**src/hdl/seg_flags_map.svh**
```systemverilog
`ifndef SEG_FLAGS_MAP_SVH
`define SEG_FLAGS_MAP_SVH
// register byte offsets
`define OFF_SEG0      8'h00
`define OFF_IP        8'h18
`define OFF_FLAGS     8'h1c
`define OFF_CTRL      8'h20
`define OFF_DESC_LO   8'h24
`define OFF_DESC_HI   8'h28
`define OFF_GDT_BASE  8'h2c
`define OFF_LDT_BASE  8'h30
`define OFF_REF       8'h34
`define OFF_REF_OFF   8'h38
`define OFF_LINEAR    8'h3c
`define OFF_PHYS      8'h40
`define OFF_STATUS    8'h44
`define OFF_ALU_A     8'h48
`define OFF_ALU_B     8'h4c
`define OFF_ALU_OP    8'h50
`define OFF_ALU_RES   8'h54
`define OFF_STEP      8'h58
`define OFF_TARGET    8'h5c
`define OFF_SRC_IDX   8'h60
`define OFF_DST_IDX   8'h64
`define OFF_FETCH     8'h68
`define OFF_SEG_BASE  8'h6c
// flags word bit positions
`define FLAG_CF   0
`define FLAG_PF   2
`define FLAG_AF   4
`define FLAG_ZF   6
`define FLAG_SF   7
`define FLAG_TF   8
`define FLAG_IF   9
`define FLAG_DF   10
`define FLAG_OF   11
`define FLAG_IO_PRIVILEGE_LEVEL_FIELD 12
`define FLAG_RF   16
`define FLAG_VM   17
// reset values and masks
`define FLAGS_RESET  32'h0000_0002
`define FLAGS_WMASK  32'h0007_7fd5
`define IP_RESET     32'h0000_fff0
`define CS_RESET     16'hf000
`define LIMIT_REAL   20'h0_ffff
`define ACCESS_REAL  8'h93
`endif

```
**src/hdl/seg_flags_pkg.sv**
```systemverilog
package seg_flags_pkg;
  typedef enum logic [2:0] {
    seg_es, seg_cs, seg_ss, seg_ds, seg_fs, seg_gs
  } seg_idx_t;
  typedef enum logic [2:0] {
    ref_code, ref_push, ref_pop, ref_str_dest, ref_data
  } ref_kind_t;
  typedef struct packed {
    logic [31:0] base;
    logic [19:0] limit;
    logic [7:0]  access;
  } hidden_t;
  typedef struct packed {
    logic [1:0] current_privilege;
    logic       addr32;
    logic       pg;
    logic       pe;
  } ctrl_t;
  typedef struct packed {
    logic [2:0] base_reg;
    logic       ovr_valid;
    seg_idx_t   ovr_seg;
    ref_kind_t  kind;
  } mem_ref_t;
  typedef struct packed {
    logic [1:0] size;
    logic       string_op;
    logic       take_int;
    logic       jump;
    logic [3:0] len;
  } step_t;
endpackage

```
**src/hdl/segment_select_and_flags.sv**
```systemverilog
// Contract
// RULE1 - real/v86: base shifted four plus offset
// RULE2 - linear is physical unless v86 paging; the code never translates, physical always equals linear
// RULE3 - protected selector: index, table bit, privilege
// RULE4 - index picks descriptor giving base, limit, access
// RULE5 - table bit zero global, one local
// RULE6 - effective privilege is less privileged of two
// RULE7 - segment load caches descriptor in hidden part
// RULE8 - no override for fetch, stack, string store
// RULE9 - fetch code, stack ops stack, store extra
// RULE10 - data defaults by base register, overridable
// RULE11 - pointer advances unless transfer loads it
// RULE12 - carry from top bit sets bit 0
// RULE13 - even low-byte parity sets bit 2
// RULE14 - carry out of bit 3 sets bit 4
// RULE15 - zero sets bit 6, bit 7 copies sign
// RULE16 - overflow is carry-in xor carry-out of sign
// RULE17 - trap bit raises single step, cleared by it
// RULE18 - maskable pin served only with bit 9
// RULE19 - bit 10 selects string index direction
// RULE20 - io privilege gates io and interrupt flag
// RULE21 - resume bit suppresses next debug fault
// RULE22 - bit 17 enters v86, set at privilege 0
//
// Added by the designer: the placing of the registers and register access over APB.
`include "seg_flags_map.svh"
module segment_select_and_flags
  import seg_flags_pkg::*;
#(
  parameter int ADDR_W = 8
)(
  input  wire logic              pclk,
  input  wire logic              presetn,
  input  wire logic              psel,
  input  wire logic              penable,
  input  wire logic              pwrite,
  input  wire logic [ADDR_W-1:0] paddr,
  input  wire logic [31:0]       pwdata,
  input  wire logic              maskable_irq_pin,
  output logic      [31:0]       prdata,
  output logic                   pready,
  output logic                   pslverr,
  output logic                   irq_ack,
  output logic                   single_step_irq,
  output logic                   io_allowed
);

  //////////////////////////////////////////////////////////////////////////
  // state
  logic [15:0] sel [6];
  hidden_t     hidden [6];
  logic [5:0]  seg_wr_vec;
  logic [31:0] next_instr_offset;
  logic [31:0] processor_flags_word;
  logic [31:0] next_flags;
  ctrl_t       ctrl;
  logic [31:0] desc_lo;
  logic [31:0] desc_hi;
  logic [31:0] gdt_base;
  logic [31:0] ldt_base;
  mem_ref_t    mref;
  logic [31:0] ref_off;
  logic [31:0] alu_a;
  logic [31:0] alu_b;
  logic [31:0] alu_res;
  logic [31:0] jump_target;
  logic [31:0] string_source_index;
  logic [31:0] string_dest_index;
  logic [31:0] desc_fetch_addr;
  logic [1:0]  effective_privilege;
  logic        table_choice_bit;
  logic        dbg_suppress;
  logic        irq_s1;
  logic        irq_s2;
  logic [31:0] rd_val;
  logic        rd_err;

  //////////////////////////////////////////////////////////////////////////
  // bus decode: zero wait state, data prepared in the setup cycle
  wire setup   = psel && !penable;
  wire wr_en   = psel && penable && pwrite && pready;
  wire [7:0] a = 8'(paddr);
  wire flags_wr = wr_en && a == `OFF_FLAGS;
  wire alu_wr   = wr_en && a == `OFF_ALU_OP;
  wire step_wr  = wr_en && a == `OFF_STEP;
  wire any_seg_wr = |seg_wr_vec;

  //////////////////////////////////////////////////////////////////////////
  // operating mode
  wire       v86_mode    = ctrl.pe && processor_flags_word[`FLAG_VM];
  wire       real_style  = !ctrl.pe || v86_mode;            // [RULE22]
  wire       translate   = ctrl.pe && ctrl.pg;
  wire [1:0] io_privilege_level_field        = processor_flags_word[`FLAG_IO_PRIVILEGE_LEVEL_FIELD+1:`FLAG_IO_PRIVILEGE_LEVEL_FIELD];

  //////////////////////////////////////////////////////////////////////////
  // selector fields of the value being loaded
  wire [12:0] sel_index = pwdata[15:3];                     // [RULE3]
  wire        sel_ti    = pwdata[2];
  wire [1:0]  sel_rpl   = pwdata[1:0];
  wire [31:0] tbl_base  = sel_ti ? ldt_base : gdt_base;     // [RULE5]
  wire [31:0] fetch_next = tbl_base + {16'h0000, sel_index, 3'b000}; // [RULE4]
  wire [1:0]  epl_next  = (sel_rpl > ctrl.current_privilege) ? sel_rpl : ctrl.current_privilege; // [RULE6]

  // hidden part built from the descriptor or from the real-style value
  wire hidden_t desc_h = '{
    base:   {desc_hi[31:24], desc_hi[7:0], desc_lo[31:16]},
    limit:  {desc_hi[19:16], desc_lo[15:0]},
    access: desc_hi[15:8]};                                  // [RULE4]
  wire hidden_t real_h = '{
    base:   {12'h000, pwdata[15:0], 4'h0},
    limit:  `LIMIT_REAL,
    access: `ACCESS_REAL};
  localparam hidden_t HID_RST = '{32'h0, `LIMIT_REAL, `ACCESS_REAL};

  //////////////////////////////////////////////////////////////////////////
  // six segment registers with their hidden caches
  for (genvar g = 0; g < 6; g++)
  begin : g_seg
    localparam logic [15:0] SEL_RST = (g == 1) ? `CS_RESET : 16'h0000;
    assign seg_wr_vec[g] = wr_en && a == (`OFF_SEG0 + 8'(4 * g));
    // cache is written only by a load of this register
    always_ff @(posedge pclk or negedge presetn)
    begin
      if (!presetn)
      begin
        sel[g]    <= SEL_RST;
        hidden[g] <= HID_RST;
      end
      else if (seg_wr_vec[g])
      begin
        sel[g]    <= pwdata[15:0];
        hidden[g] <= real_style ? real_h : desc_h;           // [RULE7]
      end
    end
  end

  // load side effects: table fetch address and effective privilege
  always_ff @(posedge pclk or negedge presetn)
  begin
    if (!presetn)
    begin
      desc_fetch_addr     <= 32'h0000_0000;
      effective_privilege <= 2'h0;
      table_choice_bit    <= 1'b0;
    end
    else if (any_seg_wr && !real_style)
    begin
      desc_fetch_addr     <= fetch_next;                     // [RULE5]
      effective_privilege <= epl_next;                       // [RULE6]
      table_choice_bit    <= sel_ti;
    end
  end

  //////////////////////////////////////////////////////////////////////////
  // default segment choice for the posted memory reference
  wire via_stack = mref.base_reg == 3'h4 || mref.base_reg == 3'h5;
  wire ovr_ok    = mref.ovr_valid && mref.ovr_seg <= seg_gs;
  wire seg_idx_t data_seg = ovr_ok ? mref.ovr_seg :
                            (via_stack ? seg_ss : seg_ds);   // [RULE10]
  wire is_stack  = mref.kind == ref_push || mref.kind == ref_pop;
  wire seg_idx_t seg_choice =
    (mref.kind == ref_code)     ? seg_cs :
    is_stack                    ? seg_ss :
    (mref.kind == ref_str_dest) ? seg_es : data_seg;         // [RULE8] [RULE9]

  // address formation
  wire [31:0] off_eff  = ctrl.addr32 ? ref_off : {16'h0000, ref_off[15:0]};
  wire [31:0] real_base = {12'h000, sel[seg_choice], 4'h0};
  wire [31:0] seg_base = real_style ? real_base
                                    : hidden[seg_choice].base; // [RULE4]
  wire [31:0] lin_addr = seg_base + off_eff;                 // [RULE1]
  wire [31:0] phys_addr = lin_addr;                          // [RULE2]

  //////////////////////////////////////////////////////////////////////////
  // adder feeding the arithmetic flags
  wire        alu_sub = pwdata[0];
  wire [31:0] b_eff   = alu_sub ? ~alu_b : alu_b;
  wire [32:0] sum     = {1'b0, alu_a} + {1'b0, b_eff} + {32'h0, alu_sub};
  wire [31:0] res     = sum[31:0];
  wire        c_out   = sum[32];
  wire        c_in31  = alu_a[31] ^ b_eff[31] ^ res[31];
  wire        new_cf  = c_out ^ alu_sub;                     // [RULE12]
  wire        new_pf  = ~^res[7:0];                          // [RULE13]
  wire        new_af  = alu_a[4] ^ alu_b[4] ^ res[4];        // [RULE14]
  wire        new_zf  = res == 32'h0;                        // [RULE15]
  wire        new_of  = c_in31 ^ c_out;                      // [RULE16]

  // value written by software, gated by privilege
  wire        if_locked = ctrl.pe && ctrl.current_privilege > io_privilege_level_field;
  wire        vm_open   = ctrl.pe && ctrl.current_privilege == 2'h0;
  wire [31:0] pop_raw   = (pwdata & `FLAGS_WMASK) | `FLAGS_RESET;

  // flags next state
  always_comb
  begin
    next_flags = processor_flags_word;
    if (flags_wr)
    begin
      next_flags = pop_raw;
      if (if_locked)
        next_flags[`FLAG_IF] = processor_flags_word[`FLAG_IF]; // [RULE20]
      if (!vm_open)
        next_flags[`FLAG_VM] = processor_flags_word[`FLAG_VM]; // [RULE22]
    end
    else if (alu_wr)
    begin
      next_flags[`FLAG_CF] = new_cf;
      next_flags[`FLAG_PF] = new_pf;
      next_flags[`FLAG_AF] = new_af;
      next_flags[`FLAG_ZF] = new_zf;
      next_flags[`FLAG_SF] = res[31];                        // [RULE15]
      next_flags[`FLAG_OF] = new_of;
    end
    else if (step_wr)
    begin
      next_flags[`FLAG_RF] = 1'b0;                           // [RULE21]
      if (pwdata[5])
        next_flags[`FLAG_TF] = 1'b0;                         // [RULE17]
    end
  end

  //////////////////////////////////////////////////////////////////////////
  // instruction step: pointer, trap, resume, string indices
  wire step_t      st      = step_t'(pwdata[8:0]);
  wire [31:0]      stride  = 32'h1 << st.size;
  wire             dir_dn  = processor_flags_word[`FLAG_DF];
  wire [31:0] src_next = dir_dn ? string_source_index - stride
                                : string_source_index + stride; // [RULE19]
  wire [31:0] dst_next = dir_dn ? string_dest_index - stride
                                : string_dest_index + stride;

  always_ff @(posedge pclk or negedge presetn)
  begin
    if (!presetn)
    begin
      next_instr_offset    <= `IP_RESET;
      processor_flags_word <= `FLAGS_RESET;
      single_step_irq      <= 1'b0;
      dbg_suppress         <= 1'b0;
    end
    else
    begin
      processor_flags_word <= next_flags;
      if (wr_en && a == `OFF_IP)
        next_instr_offset <= pwdata;
      else if (step_wr)
      begin
        if (st.take_int || st.jump)
          next_instr_offset <= jump_target;                  // [RULE11]
        else
          next_instr_offset <= next_instr_offset + {28'h0, st.len};
        dbg_suppress <= processor_flags_word[`FLAG_RF];      // [RULE21]
        if (st.take_int)
          single_step_irq <= 1'b0;                           // [RULE17]
        else if (processor_flags_word[`FLAG_TF])
          single_step_irq <= 1'b1;
      end
    end
  end

  // string index registers
  always_ff @(posedge pclk or negedge presetn)
  begin
    if (!presetn)
    begin
      string_source_index <= 32'h0;
      string_dest_index   <= 32'h0;
    end
    else if (wr_en && a == `OFF_SRC_IDX)
      string_source_index <= pwdata;
    else if (wr_en && a == `OFF_DST_IDX)
      string_dest_index <= pwdata;
    else if (step_wr && st.string_op && !st.take_int)
    begin
      string_source_index <= src_next;                       // [RULE19]
      string_dest_index   <= dst_next;
    end
  end

  //////////////////////////////////////////////////////////////////////////
  // plain software registers
  always_ff @(posedge pclk or negedge presetn)
  begin
    if (!presetn)
    begin
      ctrl <= '0; desc_lo <= 32'h0; desc_hi <= 32'h0;
      gdt_base <= 32'h0; ldt_base <= 32'h0; mref <= '0;
      ref_off <= 32'h0; alu_a <= 32'h0; alu_b <= 32'h0;
      alu_res <= 32'h0; jump_target <= 32'h0;
    end
    else if (wr_en)
    begin
      if (a == `OFF_CTRL)          ctrl <= ctrl_t'(pwdata[4:0]);
      else if (a == `OFF_DESC_LO)  desc_lo <= pwdata;
      else if (a == `OFF_DESC_HI)  desc_hi <= pwdata;
      else if (a == `OFF_GDT_BASE) gdt_base <= pwdata;
      else if (a == `OFF_LDT_BASE) ldt_base <= pwdata;
      else if (a == `OFF_REF)      mref <= mem_ref_t'(pwdata[9:0]);
      else if (a == `OFF_REF_OFF)  ref_off <= pwdata;
      else if (a == `OFF_ALU_A)    alu_a <= pwdata;
      else if (a == `OFF_ALU_B)    alu_b <= pwdata;
      else if (a == `OFF_ALU_OP)   alu_res <= res;
      else if (a == `OFF_TARGET)   jump_target <= pwdata;
    end
  end

  //////////////////////////////////////////////////////////////////////////
  // maskable pin synchroniser, acknowledge and io permission
  always_ff @(posedge pclk or negedge presetn)
  begin
    if (!presetn)
    begin
      irq_s1     <= 1'b0;
      irq_s2     <= 1'b0;
      irq_ack    <= 1'b0;
      io_allowed <= 1'b1;
    end
    else
    begin
      irq_s1     <= maskable_irq_pin;
      irq_s2     <= irq_s1;
      irq_ack    <= irq_s2 && processor_flags_word[`FLAG_IF]; // [RULE18]
      io_allowed <= !ctrl.pe || ctrl.current_privilege <= io_privilege_level_field;            // [RULE20]
    end
  end

  //////////////////////////////////////////////////////////////////////////
  // read mux
  wire [31:0] status = {19'h0, seg_choice, irq_s2, table_choice_bit,
                        effective_privilege, irq_ack, dbg_suppress,
                        single_step_irq, io_allowed, translate, v86_mode};
  always_comb
  begin
    rd_val = 32'h0;
    rd_err = 1'b0;
    if (a < `OFF_IP && a[1:0] == 2'b00)
      rd_val = {16'h0, sel[a[4:2]]};
    else if (a == `OFF_IP)       rd_val = next_instr_offset;
    else if (a == `OFF_FLAGS)    rd_val = processor_flags_word;
    else if (a == `OFF_CTRL)     rd_val = {27'h0, ctrl};
    else if (a == `OFF_DESC_LO)  rd_val = desc_lo;
    else if (a == `OFF_DESC_HI)  rd_val = desc_hi;
    else if (a == `OFF_GDT_BASE) rd_val = gdt_base;
    else if (a == `OFF_LDT_BASE) rd_val = ldt_base;
    else if (a == `OFF_REF)      rd_val = {22'h0, mref};
    else if (a == `OFF_REF_OFF)  rd_val = ref_off;
    else if (a == `OFF_LINEAR)   rd_val = lin_addr;
    else if (a == `OFF_PHYS)     rd_val = phys_addr;
    else if (a == `OFF_STATUS)   rd_val = status;
    else if (a == `OFF_ALU_A)    rd_val = alu_a;
    else if (a == `OFF_ALU_B)    rd_val = alu_b;
    else if (a == `OFF_ALU_OP)   rd_val = 32'h0;
    else if (a == `OFF_ALU_RES)  rd_val = alu_res;
    else if (a == `OFF_STEP)     rd_val = 32'h0;
    else if (a == `OFF_TARGET)   rd_val = jump_target;
    else if (a == `OFF_SRC_IDX)  rd_val = string_source_index;
    else if (a == `OFF_DST_IDX)  rd_val = string_dest_index;
    else if (a == `OFF_FETCH)    rd_val = desc_fetch_addr;
    else if (a == `OFF_SEG_BASE) rd_val = seg_base;
    else                         rd_err = 1'b1;
  end

  // answer registered in the setup cycle, ready in the access phase
  always_ff @(posedge pclk or negedge presetn)
  begin
    if (!presetn)
    begin
      prdata  <= 32'h0;
      pslverr <= 1'b0;
      pready  <= 1'b0;
    end
    else
    begin
      pready <= 1'b1;
      if (setup)
      begin
        prdata  <= pwrite ? 32'h0 : rd_val;
        pslverr <= rd_err || (pwrite && a[1:0] != 2'b00);
      end
    end
  end
endmodule

```
**config.mk**
```make
export PLATFORM = sky130hd
export DESIGN_NAME = segment_select_and_flags
export DESIGN_NICKNAME = d
export VERILOG_FILES = /design/src/hdl/seg_flags_pkg.sv /design/src/hdl/segment_select_and_flags.sv
export VERILOG_INCLUDE_DIRS = /design/src /design/src/hdl
export SDC_FILE = /design/constraint.sdc
export NUM_CORES = 2
export LEC_CHECK = 0
export BUFFER_PORTS_ARGS = -buffer_cell sky130_fd_sc_hd__buf_2
export CORE_MARGIN = 5
export CORE_UTILIZATION = 50
export CTS_BUF_LIST = sky130_fd_sc_hd__clkbuf_4
export DETAILED_ROUTE_END_ITERATION = 7
export GPL_TIMING_DRIVEN = 0
export PLACE_DENSITY = 0.72
export SKIP_LAST_GASP = 1
export SYNTH_ARGS = -nofsm -noshare
export SYNTH_HDL_FRONTEND = slang
export SYNTH_SLANG_ARGS = --single-unit
export TNS_END_PERCENT = 100
```
**constraint.sdc**
```tcl
create_clock -name pclk -period 6.5 [get_ports pclk]
set_input_delay 0.325 -clock pclk [delete_from_list [all_inputs] [get_ports pclk]]
set_output_delay 0.325 -clock pclk [all_outputs]
set_load 0.1 [all_outputs]
```
* Word level (Yosys, flattened, before mapping)
Index checks and enable logic that the tools add are counted.
Cells by class: add/sub/neg operators 9, magnitude comparators 7, eq/ne operators 34, shift-type cells 1, mux-type cells 95, bitwise logic cells 22, reductions and logical operators 71
Operator list (number):
- 32-bit 2-to-1 mux | 38
- 60-bit binary-select mux with 3-bit select | 1
- 60-bit 2-to-1 mux | 3
- 32-bit adder | 3
- 16-bit binary-select mux with 3-bit select | 2
- 8-bit by 7-bit == test with 1-bit output (second input constant) | 12
- 8-bit by 6-bit == test with 1-bit output (second input constant) | 8
- 16-bit 2-to-1 mux | 4
- 32-bit subtractor | 2
- 1-bit 2-to-1 mux | 40
- 32-bit by 32-bit adder with 33-bit output | 1
- 33-bit by 1-bit adder with 33-bit output | 1
- 32-bit by 16-bit adder with 32-bit output | 1
- 32-bit by 4-bit adder with 32-bit output | 1
- 8-bit by 5-bit == test with 1-bit output (second input constant) | 4
- 32-bit zero test | 1
- 32-bit NOT | 1
- 1-bit by 2-bit << shifter with 32-bit output (first input constant) | 1
- 1-bit logical AND | 27
- 8-bit by 4-bit == test with 1-bit output (second input constant) | 2
- 2-bit nonzero test | 8
- 3-bit 2-to-1 mux | 5
- 2-bit AND reduction | 7
- 1-bit NOT | 13
- other kinds (30) | 53
Storage, ports and cells: bits in registers 945, input port bits 46, output and inout bits 37, logic and storage cells 301

* Longest topological paths before layout
word-level depth 36, gate-level depth with buffers 23, mapped depth without buffers 21

* Worst setup path before layout
OpenSTA, ideal clock, no wires.
path kind register to register, start register mref[5] (netlist bit), end register prdata[31], data arrival time 4.553 ns, data required time 6.378 ns, slack 1.825 ns, stages on the path, launching flop included 21, buffers on the path 3, period minus slack after synthesis 4.675 ns, path through dfrtp_1 -> a21boi_0 -> mux2i_1 -> a21oi_1 -> buf_4 -> buf_2 -> buf_2 -> mux4_2 -> o21ai_0 -> ha_1 -> o21a_1 -> nor2_1 -> or4b_1 -> o31ai_2 -> o211ai_2 -> o41ai_2 -> a211o_1 -> a31oi_1 -> xnor2_1 -> o2111ai_1 -> a22o_1
On the way: word-level cells in the longest chain between the ends 35, elaborated cells on any way between the ends 39
Ends and longest elaborated chain:
- start, declared | RTL line segment_select_and_flags.sv:61 | mem_ref_t mref;
- start signal, assigned | RTL line segment_select_and_flags.sv:298 | else if (a == `OFF_REF) mref <= mem_ref_t'(pwdata[9:0]);
- 3-bit less-or-equal comparator | RTL line segment_select_and_flags.sv:157 | wire ovr_ok = mref.ovr_valid && mref.ovr_seg <= seg_gs;
- 1-bit logical AND | RTL line segment_select_and_flags.sv:157
- 3-bit 2-to-1 mux * | RTL line segment_select_and_flags.sv:158 | wire seg_idx_t data_seg = ovr_ok ? mref.ovr_seg :
- 3-bit 2-to-1 mux * | RTL line segment_select_and_flags.sv:164 | (mref.kind == ref_str_dest) ? seg_es : data_seg;
- 3-bit 2-to-1 mux * | RTL line segment_select_and_flags.sv:163 | is_stack ? seg_ss :
- 3-bit 2-to-1 mux * | RTL line segment_select_and_flags.sv:162 | (mref.kind == ref_code) ? seg_cs :
- 3-bit NOT with 4-bit output (implied by the code) * | RTL line segment_select_and_flags.sv:168, segment_select_and_flags.sv:170
- 60-bit binary-select mux with 3-bit select | RTL line segment_select_and_flags.sv:170 | : hidden[seg_choice].base;
- (+19 left out)
- 32-bit 2-to-1 mux * | RTL line segment_select_and_flags.sv:343 | else if (a == `OFF_GDT_BASE) rd_val = gdt_base;
- 32-bit 2-to-1 mux * | RTL line segment_select_and_flags.sv:342 | else if (a == `OFF_DESC_HI) rd_val = desc_hi;
- 32-bit 2-to-1 mux * | RTL line segment_select_and_flags.sv:341 | else if (a == `OFF_DESC_LO) rd_val = desc_lo;
- 32-bit 2-to-1 mux * | RTL line segment_select_and_flags.sv:340 | else if (a == `OFF_CTRL) rd_val = {27'h0, ctrl};
- 32-bit 2-to-1 mux * | RTL line segment_select_and_flags.sv:339 | else if (a == `OFF_FLAGS) rd_val = processor_flags_word;
- 32-bit 2-to-1 mux * | RTL line segment_select_and_flags.sv:338 | else if (a == `OFF_IP) rd_val = next_instr_offset;
- 32-bit 2-to-1 mux * | RTL line segment_select_and_flags.sv:336 | if (a < `OFF_IP && a[1:0] == 2'b00)
- 32-bit 2-to-1 mux * | RTL line segment_select_and_flags.sv:377 | prdata <= pwrite ? 32'h0 : rd_val;
- end signal, assigned | RTL line segment_select_and_flags.sv:377
- end, declared | RTL line segment_select_and_flags.sv:40 | output logic [31:0] prdata,
Mark *: on every way between the ends. The rest lies on a longest branch, timed or not. The select of a mux whose other input is x is not followed. A chain may end at the register's enable or synchronous reset.

* Worst setup path in the final report
start register mref[5] (netlist bit), end register prdata[30]
Same word-level chain as after synthesis.

==> results.json <==
{
  "outcome": "finished, violations left",
  "violations": "max-capacitance violations, max-slew violations",
  "synth_area_leaders": "dfrtp_1, mux2_2, nand2_1",
  "ys_seq_area_share_pct": 42.9,
  "worstMarginPinSlew_ns": 1.61,
  "first_pass_iters": 6,
  "clk_path_buf_depth": 3,
  "cts-root-buf": "clkbuf_4",
  "fin_cells": 6496,
  "synth.avg_cell_area_sq_um": 9.52,
  "finalCritPeriodShare_pct": 99.1,
  "sequentialPowerShare_pct": 47.3,
  "clkSinkCount": 777,
  "synth_cells": 4763,
  "hold_viol": 0,
  "ios": 83,
  "path_max_fanout": 10,
  "crit_chain": "a21boi_0, mux2i_1, a21oi_4, buf_4, buf_2, clkbuf_4, a31oi_1, o21ai_0, nor2_1, ha_1, a21o_1, a21o_1, a21oi_1, o22ai_1, a2111oi_0, o31ai_1, a221oi_1, a21oi_1",
  "grt_pass1_wl_mm": 308,
  "cts_tree": "yes",
  "power_density_nw_per_um2": 203,
  "wl_per_cell_microns": 34.0,
  "yosys.cell_types.count": 97,
  "synth_nets": 4973,
  "synth-edff-count": 0,
  "fmax_mhz": 155,
  "ant_nets": 0,
  "crit_type": "reg2reg",
  "crit_family": "compound AO/OA/AOI/OAI gates",
  "path_buf_inv": 3,
  "hp-class": "in2reg",
  "cts.reportedPaths.clkPinSlew_ns": 0.07,
  "rsz0062_at_grt": "true",
  "clkPwrFrac_pct": 45.0,
  "drive_gt1_share_pct": 17.3,
  "crit_slowest_cell": "a2111oi_0",
  "antenna_found_initial": 14,
  "hold_slack_ns": 0.0614,
  "h-tree-depth": 4,
  "p_sw_share_pct": 28.3,
  "syn_area_sq_um": 45300,
  "grt_pass1_vias": 41700,
  "die_x_microns": 311,
  "dieArea_sq_um": 96800,
  "ys_ff_latch": 777,
  "synth_warnings": 0,
  "p_sw_uw": 2940,
  "nNetsFinal": 5351,
  "slew_headroom_pct": -7.73,
  "portBuffers": 82,
  "r2r_end": "prdata[30]",
  "cp-start-kind": "flop",
  "clock_skew_ns": 0.0755,
  "p_int_uw": 7450,
  "synth_commonest_cells": "dfrtp_1, nand2_1, o21ai_0, mux2_2, a21oi_1",
  "final_max_slew_viol_count": 21,
  "drv_cap": 5,
  "vdd_drop_max_v": 0.000185,
  "fill_cells": 8294,
  "num_rows": 110,
  "routed_wl_mm": 221,
  "p_leak_uw": 0.0236,
  "dp_cells": 6035,
  "synthToLayoutAreaGrowth_pct": 12.8,
  "synth_most_common_cell": "dfrtp_1",
  "r2r_setup_slack_ns": 0.06,
  "endpoint_kind": "flop",
  "setup_viol": 0,
  "core_sq_um": 90000,
  "crit_path_max_incr_delay_ns": 1.09,
  "startpoint": "mref[5]",
  "overflow": 0,
  "seqCellArea_sq_um": 19500,
  "vias_per_cell": 6.67,
  "post-route-min-period_ns": 6.44,
  "worstSkewPairLatency_ns": 1.23,
  "routed-via-count": 43300,
  "die_h_microns": 311,
  "start_util_pct": 50.4,
  "crit_required_ns": 7.59,
  "critical_path_depth": 18,
  "yosys.area.top_type": "dfrtp_1",
  "dp.final_hpwl_mm": 171,
  "hp-start": "pwdata[18]",
  "cts_inserted_buffers": 214,
  "async_flop_share_pct": 100,
  "drc": 0,
  "combPwrFrac_pct": 7.7,
  "multiInputGateArea_sq_um": 24500,
  "grt_max_degree": 125,
  "gp_congestion": 1.07,
  "rr_startpoint": "mref[5]",
  "grt_use_total_pct": 44.3,
  "yosys.area.top_type_share_pct": 42.0,
  "drt-initial-drc-count": 6088,
  "crit_arrival_ns": 7.54,
  "dominantRegCellSynth": "dfrtp_1",
  "cp-endpoint": "prdata[30]",
  "rr_worst_depth": 18
}
## per-stage QoR
stage / power, uW / instance area [sq um] / util [%] / setup TNS, ns / setup slack (ns)
floorplan: 5340 / 45300 / - / 0 / 1.83
global placement: 5720 / 47200 / 52.4 / -9140.80 / -12.01
detailed placement: 5740 / 47500 / 52.8 / -16.06 / -1.30
CTS: 10300 / 51000 / 56.7 / -0.153 / -0.152
global route: 10700 / 51100 / 56.8 / -0.0236 / -0.0236
finish: 10400 / 51100 / 56.8 / 0 / 0.0555
## how the worst min path moves through the flow
stage                      end  slack [ns]  cells past startpoint
4_1_cts        jump_target[18]       0.001                      3
3_5_place_dp            irq_s2        0.35                      0
3_3_place_gp            irq_s2        0.35                      0
6_report       jump_target[18]        0.06                      3
5_1_grt        jump_target[18]        0.04                      3
2_1_floorplan         alu_a[0]        0.03                      0
## worst register-to-register path: stages (launching register included)
cell and delay [ns]:
dfrtp_1 0.49, a21boi_0 0.26, mux2i_1 0.19, a21oi_4 0.34, buf_4 0.30, buf_2 0.38
clkbuf_4 0.40, a31oi_1 0.15, o21ai_0 0.71, nor2_1 0.09, ha_1 0.41, a21o_1 0.20
a21o_1 0.19, a21oi_1 0.15, o22ai_1 0.14, a2111oi_0 1.09, o31ai_1 0.41, a221oi_1 0.35
a21oi_1 0.07
## layout make-up
class | count | share of cell area, %
diodes | 13 | 0.0636
well taps | 1176 | 2.88
flip-flops and latches | 777 | 38.1
plain buffers | 321 | 2.54
clock inverters | 68 | 0.800
clock buffers | 314 | 4.61
multi-input cells | 3594 | 47.9
repair buffers | 163 | 2.66
inverters | 70 | 0.514
## power by group through the flow
stage / combinational [uW] / sequential, uW / clock, uW
detailed placement: 734 / 5000 / 0
floorplan: 324 / 5020 / 0
CTS: 769 / 4910 / 4670
global route: 829 / 4910 / 4930
global placement: 712 / 5010 / 0
finish: 795 / 4920 / 4680
## placed cells by master (no fill, tap or decap), types with 29 or more instances in the layout
master / synthesis / layout
clkinv_1: 0 / 45
dlygate4sd3_1: 0 / 63
nand3_1: 80 / 80
inv_1: 70 / 70
a21o_1: 49 / 49
a22oi_1: 102 / 102
and2_1: 40 / 40
mux4_2: 48 / 48
nor2b_1: 29 / 29
a31oi_1: 40 / 40
clkbuf_1: 267 / 262
a211oi_1: 44 / 41
mux2i_1: 119 / 119
a21oi_1: 283 / 280
xnor2_1: 76 / 76
dfrtp_1: 760 / 760
nor3_1: 36 / 32
o211ai_1: 31 / 31
mux2_2: 325 / 325
xor2_1: 114 / 114
clkbuf_4: 0 / 318
nand2b_1: 39 / 39
o22ai_1: 40 / 40
o21ai_1: 30 / 29
nor2_1: 268 / 266
buf_2: 18 / 98
nand2_1: 750 / 750
o21ai_0: 492 / 487
a221oi_1: 46 / 46
ha_1: 158 / 158
## flip-flops by register name, summed over array words and instances (netlist names), 10 cells and up
| name | count |
|---|---|
| alu_a | 32 |
| desc_hi | 32 |
| desc_lo | 32 |
| next_instr_offset | 32 |
| processor_flags_word | 15 |
| gdt_base | 32 |
| alu_b | 32 |
| sel | 96 |
| alu_res | 32 |
| ref_off | 32 |
| string_source_index | 32 |
| hidden | 192 |
| string_dest_index | 32 |
| mref | 10 |
| prdata | 32 |
| jump_target | 32 |
| ldt_base | 32 |
| desc_fetch_addr | 32 |
## per-layer routing
layer  vias to the layer above  global-route usage, %  share of wire (%)
met5                         -                      0              0.017
met3                       759                   10.9                 10
met2                      2871                   67.5                 44
li1                      18200                      -                  -
met4                         6                   31.5                8.9
met1                     21500                   55.3                 37
## cell families after synthesis
logic type	Yosys count	synth area share, %
AOI/OAI and AO/OA	1384	19.1
xor gates and xnor gates	190	3.67
adders and majority gates	164	4.63
buffers and inverters	392	3.40
DFF	777	42.9
muxes	493	13.1
other	1	0.00827
and+or+nand+nor	1362	13.1
## what timing repair did
item | CTS | global route
endpoints found under the hold margin | 496 | 0
setup buffers | 1 | 2
pin swaps | 1 | 1
hold buffers | 64 | 0
endpoints found under the setup margin | 24 | 12
resized for setup | 27 | 16
No activity file was read; power rests on OpenSTA's default activity.
